**src/core/hpx_regs.svh**
```systemverilog
// Timing counts and TMDS link drive values for the plug detect and routing control block.
// Assumes a 100 MHz system clock.
`ifndef HPX_REGS_SVH
`define HPX_REGS_SVH
`define HPX_CLK_MHZ          100
`define HPX_IRQ_MIN_US       500
`define HPX_IRQ_MAX_US       1000
`define HPX_STANDBY_MS       400
`define HPX_IRQ_MAX_CYC      (`HPX_IRQ_MAX_US * `HPX_CLK_MHZ)
`define HPX_STANDBY_CYC      (`HPX_STANDBY_MS * 1000 * `HPX_CLK_MHZ)
`define HPX_TMDS_SWING_MVPP  10'h258
`define HPX_TMDS_PREEMPH_DB  4'h0
`define HPX_LANES_ALL        4'hf
`endif

```
**src/core/hpx_pkg.sv**
```systemverilog
// Types shared by the plug detect and routing control block.
// Assumes the constants header is included where counts are needed.
package hpx_pkg;
	typedef enum logic [1:0] {
		HPX_ST_OFF     = 2'b00,
		HPX_ST_ACTIVE  = 2'b01,
		HPX_ST_STANDBY = 2'b10
	} hpx_state_t;

	typedef struct packed {
		logic sink_aux_on;
		logic source_aux_on;
		logic ddc_on;
		logic monitor_on;
		logic ddc_pullup_on;
	} hpx_route_t;

	typedef struct packed {
		logic [9:0] swing_mvpp;
		logic [3:0] preemph_db;
		logic [3:0] lane_en;
		logic       training_en;
	} hpx_link_t;
endpackage

```
**src/core/hpx_ctrl.sv**
```systemverilog
// Plug detect pass-through, standby timer, AUX/DDC routing and link enable.
// Assumes pin inputs are asynchronous; local host settings come as plain ports.
`timescale 1ns/100ps
`include "hpx_regs.svh"

module hpx_ctrl #(
	parameter int STANDBY_CYC = `HPX_STANDBY_CYC
) (
	// Clock and reset
	input  wire logic               sys_clk_i,
	input  wire logic               sys_rst_i,
	// Pins
	input  wire logic               chip_reset_n_i,
	input  wire logic               sink_plug_detect_in_i,
	input  wire logic               sink_adapter_detect_in_i,
	output logic                    source_plug_detect_out_o,
	output logic                    source_adapter_detect_out_o,
	// Local host settings
	input  wire logic [1:0]         route_sel_i,
	input  wire logic               host_force_i,
	input  wire logic               host_plug_i,
	input  wire logic               host_adapter_i,
	input  wire logic               host_link_valid_i,
	input  wire hpx_pkg::hpx_link_t host_link_i,
	input  wire logic               host_drive_override_i,
	input  wire logic               training_done_i,
	// Status and control outputs
	output hpx_pkg::hpx_route_t     route_o,
	output hpx_pkg::hpx_link_t      link_o,
	output logic                    link_on_o,
	output logic                    shutdown_o,
	output logic                    standby_o,
	output logic                    tmds_mode_o
);
	localparam int CW = $clog2(STANDBY_CYC + 1);

	// Two-stage synchronisers for async pins
	logic [2:0] sync1_reg;
	logic [2:0] sync2_reg;
	logic [2:0] pins;
	assign pins = {chip_reset_n_i, sink_plug_detect_in_i, sink_adapter_detect_in_i};

	genvar gi;
	generate
		for (gi = 0; gi < 3; gi++)
		begin : g_sync
			always_ff @(posedge sys_clk_i)
			begin
				if (sys_rst_i)
				begin
					sync1_reg[gi] <= 1'b0;
					sync2_reg[gi] <= 1'b0;
				end
				else
				begin
					sync1_reg[gi] <= pins[gi];
					sync2_reg[gi] <= sync1_reg[gi];
				end
			end
		end
	endgenerate

	logic rst_n_s;
	logic plug_s;
	logic adapt_s;
	assign rst_n_s = sync2_reg[2];
	assign plug_s  = sync2_reg[1];
	assign adapt_s = sync2_reg[0];

	// Effective detect levels; host force bypasses the pins
	logic plug_eff;
	logic adapt_eff;
	assign plug_eff  = host_force_i ? host_plug_i : plug_s;
	assign adapt_eff = host_force_i ? host_adapter_i : adapt_s;

	// Low timer; short interrupt pulses never reach the standby count
	logic [CW-1:0] low_cnt_reg;
	logic [CW-1:0] low_cnt_next;

	always_comb
	begin
		low_cnt_next = low_cnt_reg;
		if (plug_eff)
			low_cnt_next = '0;
		else if (low_cnt_reg != CW'(STANDBY_CYC))
			low_cnt_next = low_cnt_reg + CW'(1);
	end

	always_ff @(posedge sys_clk_i)
	begin
		if (sys_rst_i)
			low_cnt_reg <= '0;
		else
			low_cnt_reg <= low_cnt_next;
	end

	// Operating state; standby only after a full shut-off span
	hpx_pkg::hpx_state_t state_reg;
	hpx_pkg::hpx_state_t state_next;
	logic                powered;

	always_comb
	begin
		state_next = state_reg;
		case (state_reg)
			hpx_pkg::HPX_ST_OFF:
			begin
				if (rst_n_s)
					state_next = hpx_pkg::HPX_ST_ACTIVE;
			end
			hpx_pkg::HPX_ST_ACTIVE:
			begin
				if (!plug_eff && low_cnt_reg == CW'(STANDBY_CYC))
					state_next = hpx_pkg::HPX_ST_STANDBY;
			end
			hpx_pkg::HPX_ST_STANDBY:
			begin
				if (plug_eff)
					state_next = hpx_pkg::HPX_ST_ACTIVE;
			end
			default:
			begin
				state_next = hpx_pkg::HPX_ST_OFF;
			end
		endcase
		// Chip reset wins over every other transition
		if (!rst_n_s)
			state_next = hpx_pkg::HPX_ST_OFF;
	end

	always_ff @(posedge sys_clk_i)
	begin
		if (sys_rst_i)
			state_reg <= hpx_pkg::HPX_ST_OFF;
		else
			state_reg <= state_next;
	end

	assign powered = (state_reg != hpx_pkg::HPX_ST_OFF);

	// Detect pass-through; interrupt pulses ride along unfiltered
	logic plug_out_reg;
	logic plug_out_next;
	logic adapt_out_reg;
	logic adapt_out_next;
	logic tmds_reg;
	logic tmds_next;

	always_comb
	begin
		plug_out_next  = plug_eff;
		adapt_out_next = adapt_eff;
		tmds_next      = plug_eff && adapt_eff;
	end

	always_ff @(posedge sys_clk_i)
	begin
		if (sys_rst_i)
		begin
			plug_out_reg  <= 1'b0;
			adapt_out_reg <= 1'b0;
			tmds_reg      <= 1'b0;
		end
		else
		begin
			plug_out_reg  <= plug_out_next;
			adapt_out_reg <= adapt_out_next;
			tmds_reg      <= tmds_next;
		end
	end

	// Link enable and configuration; enable stays dark until programmed or trained
	logic               link_on_reg;
	logic               link_on_next;
	hpx_pkg::hpx_link_t link_reg;
	hpx_pkg::hpx_link_t link_next;

	always_comb
	begin
		link_on_next = link_on_reg;
		link_next    = link_reg;
		if (!powered)
		begin
			link_on_next = 1'b0;
			link_next    = '0;
		end
		else
		begin
			if (host_link_valid_i || training_done_i)
				link_on_next = 1'b1;
			if (adapt_eff && plug_eff)
			begin
				link_next.training_en = 1'b0;
				link_next.swing_mvpp  = `HPX_TMDS_SWING_MVPP;
				link_next.preemph_db  = `HPX_TMDS_PREEMPH_DB;
				link_next.lane_en     = `HPX_LANES_ALL;
				if (host_drive_override_i)
				begin
					link_next.swing_mvpp = host_link_i.swing_mvpp;
					link_next.preemph_db = host_link_i.preemph_db;
				end
			end
			else if (host_link_valid_i)
			begin
				link_next = host_link_i;
			end
			else
			begin
				link_next.training_en = 1'b1;
			end
		end
	end

	always_ff @(posedge sys_clk_i)
	begin
		if (sys_rst_i)
		begin
			link_on_reg <= 1'b0;
			link_reg    <= '0;
		end
		else
		begin
			link_on_reg <= link_on_next;
			link_reg    <= link_next;
		end
	end

	// Routing follows the detect inputs from power-up onward
	hpx_pkg::hpx_route_t route_reg;
	hpx_pkg::hpx_route_t route_next;

	always_comb
	begin
		route_next               = '0;
		route_next.ddc_pullup_on = adapt_eff;
		if (plug_eff && powered)
		begin
			route_next.sink_aux_on = 1'b1;
			if (!adapt_eff)
			begin
				// Select 11 is undefined; it falls back to the pass-through path
				if (route_sel_i == 2'b01)
					route_next.source_aux_on = 1'b0;
				else
					route_next.source_aux_on = 1'b1;
				route_next.monitor_on = 1'b1;
			end
			else if (route_sel_i[0] || route_sel_i[1])
			begin
				route_next.source_aux_on = 1'b1;
			end
			else
			begin
				route_next.ddc_on = 1'b1;
			end
		end
	end

	always_ff @(posedge sys_clk_i)
	begin
		if (sys_rst_i)
			route_reg <= '0;
		else
			route_reg <= route_next;
	end

	// Data outputs from flip-flops; shutdown and standby decoded from state_reg
	assign source_plug_detect_out_o    = plug_out_reg;
	assign source_adapter_detect_out_o = adapt_out_reg;
	assign route_o     = route_reg;
	assign link_o      = link_reg;
	assign link_on_o   = link_on_reg;
	assign shutdown_o  = !powered;
	assign standby_o   = (state_reg == hpx_pkg::HPX_ST_STANDBY);
	assign tmds_mode_o = tmds_reg;
endmodule // hpx_ctrl

```
**config.mk**
```make
export PLATFORM = sky130hd
export DESIGN_NAME = hpx_ctrl
export DESIGN_NICKNAME = d
export VERILOG_FILES = /design/src/core/hpx_pkg.sv /design/src/core/hpx_ctrl.sv
export VERILOG_INCLUDE_DIRS = /design/src /design/src/core
export SDC_FILE = /design/constraint.sdc
export NUM_CORES = 1
export LEC_CHECK = 0
export BUFFER_PORTS_ARGS = -buffer_cell sky130_fd_sc_hd__buf_2
export CAP_MARGIN = 20
export CORE_UTILIZATION = 50
export DETAILED_ROUTE_END_ITERATION = 8
export PLACE_DENSITY_LB_ADDON = 0.12
export SLEW_MARGIN = 20
export SYNTH_ARGS = -nofsm -noshare
export SYNTH_HDL_FRONTEND = slang
export SYNTH_SLANG_ARGS = --single-unit
```
**constraint.sdc**
```tcl
create_clock -name sys_clk_i -period 5.3 [get_ports sys_clk_i]
set_input_delay 0 -clock sys_clk_i [delete_from_list [all_inputs] [get_ports sys_clk_i]]
set_output_delay 0 -clock sys_clk_i [all_outputs]
set_load 0.02 [all_outputs]
```
==> results by group <==
Floorplan
  • CORE AREA: 4786 um^2
  • Die Span Y: 73.10 um
  • Ports: 62
  • DIE AREA: 5343 um^2
  • Starting density of the core: 52.81%
  • Die width: 73.10 um
  • Standard-cell rows: 25

CTS
  • TritonCTS clock tree: done
  • PostCTS Resize Cnt: 0
  • Total CTS buffers: 9
  • Post-CTS Setup Repair Bufs: 0
  • Worst skew pair latency: 330 ps
  • Clock Path Buffers: 2
  • H-tree lvl count: 3
  • Root buf cell: clkbuf_8
  • CTS Sinks: 61
  • Hold-fix buffers, CTS: 28
  • CTS clk-pin slew, worst paths: 60 ps

Power and ir drop
  • P_leak: 1.367 nW
  • P_int: 678.8 uW
  • Total net switching power: 197.8 uW
  • Combinational share of power: 7.8%
  • Sequential share of power: 53.4%
  • Overall power: 876.6 uW
  • VDD IR-drop max: 0.0001864 V
  • Switch share: 22.56%
  • PD cells: 264.9 nW/um^2
  • Clock group share of total power: 38.7%

Timing
  • Final setup viols: 0
  • Final period util: 36.23%
  • Slew HR: 31.67%
  • Post-Route Setup TNS: 0 ps
  • Worst Max-Slew Pin Slew: 1023 ps
  • Slew Limit Fails: 0
  • Highest Clock Rate: 520.8 MHz
  • Unrepaired setup endpoints after global routing: no
  • Hold Fails Final Rpt: 0
  • Layout Skew: 6.289 ps
  • Tmin final: 1920 ps

Critical path
  • Setup crit start kind: flop
  • Max Fanout on Critical Path: 8
  • CP required: 5540 ps
  • Critical Path AT: 2160 ps
  • Type of the worst setup path: reg -> reg
  • CP endpoint kind: flop

Synthesis
  • Avg Cell Area, Syn: 9.537 um^2
  • Seq/Total Area, Yosys: 48.32%
  • Most frequent cell after synthesis: dfxtp_1
  • Asr flop ratio synth: 0%
  • Flops & latches, synth: 61
  • Synth cell count leaders: dfxtp_1 (61), nor2_1 (29), a21oi_1 (20)
  • Warning count from the yosys run: 0
  • Top cells by area, synth: dfxtp_1 (48%), mux2i_1 (6.3%), nor2_1 (4.3%)
  • Cell variety after synth: 42
  • Area leader, netlist: dfxtp_1
  • Share of the synthesized area in the top cell type: 48.32%
  • Top_reg_cell synth: dfxtp_1
  • Synth Cell Area: 2527 um^2
  • Post-synth EDFFs: 0
  • Syn_nets: 299
  • Cells after synthesis: 265

Detailed routing
  • Vias: 2251
  • First-pass iteration count of the detailed router: 4
  • Post-route antenna net violation count: 0
  • Via-to-Cell Ratio: 5.284
  • # DRC: 0
  • DRT iter0 DRCs: 113
  • Wirelength per Cell: 13.17 um
  • Final WL: 5609 um

Cells and area
  • Design Area, Final: 3309 um^2
  • Fill count: 372
  • Area growth from synthesis to layout: 30.94%
  • Finished Layout Cells: 426
  • Largest register FFs: 26
  • Nets: 389
  • # diodes: 0
  • Share of cells above drive strength 1: 23.40%

Global routing
  • First-pass GRT wire length: 8894 um
  • Total GRT Usage: 22.10%
  • Vias in the first global route: 2011
  • Initial antenna violation count: 0
  • Final global-route overflow total: 0
  • Largest net degree at the start of global routing: 25

Hold path
  • Min-Delay Path Class: in -> reg

Flow run
  • Max cap viols: 0

Placement
  • Final RePlAce weighted congestion: 0.8083
  • Cell Area, Placed: 2870 um^2
  • Buffers on Ports: 61
  • Hpwl dp: 3614 um
  • Placed Cells incl. Taps: 383

Outcome
  • Status: completed
worst max-delay path, cell delays in order, from the launching register on:
cell and delay, ps:
dfxtp_1 450, nand4_2 190, or3_1 500, or4_1 530, a21oi_1 160
power by group through the flow:
stage	Clock, mW	Sequential, mW	Combinational (mW)
global placement	0	0.478	0.0523
CTS	0.350	0.468	0.0681
global route	0.367	0.469	0.0750
detailed placement	0	0.478	0.0528
floorplan	0	0.481	0.0302
finish	0.340	0.468	0.0688
final cells by class:
cell class | count | area [um^2] | share of cell area, %
clock buffers | 13 | 148.9 | 4.499
well taps | 67 | 83.83 | 2.533
clock inverters | 2 | 10.01 | 0.3025
flip-flops and latches | 61 | 1221 | 36.90
multi-input cells | 189 | 1241 | 37.50
inverters | 5 | 18.77 | 0.5671
repair buffers | 89 | 585.6 | 17.69
cell usage in the layout, fill, tap and decap left out, types with 4 or more instances in the layout:
cell / n
nor3_1: 7
or4_1: 5
and4_1: 8
dlygate4sd3_1: 28
xor2_1: 7
xnor2_1: 5
dfxtp_1: 61
clkbuf_8: 10
nand2_1: 9
buf_2: 61
nand4_1: 9
or3_1: 7
nor2_1: 29
o31ai_1: 6
mux2i_1: 16
nand3_1: 7
o221a_2: 4
nor2b_1: 9
a21oi_1: 20
o21ai_0: 9
inv_1: 5
nor4_1: 4
per-stage QoR:
step | setup WS, ps | hold WS [ps] | util [%]
floorplan | 3559 | 78.07 | -
global placement | 3461 | 189.3 | 59.97
detailed placement | 3410 | 187.8 | 59.97
CTS | 3387 | 26.79 | 69.15
global route | 3249 | 45.54 | 69.15
finish | 3380 | 35.62 | 69.15
routing by layer:
| layer | global-route usage (%) | vias up | share of wire (%) |
|---|---|---|---|
| met5 | 0 | - | 0 |
| met4 | 10.68 | 0 | 2.1 |
| met3 | 4.834 | 13 | 4.6 |
| met2 | 37.86 | 63 | 48 |
| met1 | 26.11 | 1033 | 46 |
| li1 | - | 1142 | - |
cells by family (layout without fill, tap and decap cells):
| family | after synthesis | count (layout) | share of synthesized area, % |
|---|---|---|---|
| xor+xnor | 12 | 12 | 4.158 |
| simple gates | 112 | 112 | 25.54 |
| buf+inv | 15 | 109 | 2.772 |
| mux | 17 | 17 | 6.782 |
| fa+ha+maj | 2 | 2 | 0.9899 |
| compound gates | 46 | 46 | 11.44 |
| flops | 61 | 61 | 48.32 |
worst paths after layout:
path	start	end	slack, ps	cells after the start
hold / removal	route_sel_i[0]	route_o[3]$_SDFF_PP0_	40	3
hold reg to reg	sync1_reg[1]$_SDFF_PP0_	plug_s$_SDFF_PP0_	450	1
setup reg to reg	low_cnt_reg[5]$_SDFFE_PP0P_	low_cnt_reg[21]$_SDFFE_PP0P_	3380	4
setup / recovery	low_cnt_reg[5]$_SDFFE_PP0P_	low_cnt_reg[21]$_SDFFE_PP0P_	3380	4
Power figures use the tool's default switching activity.
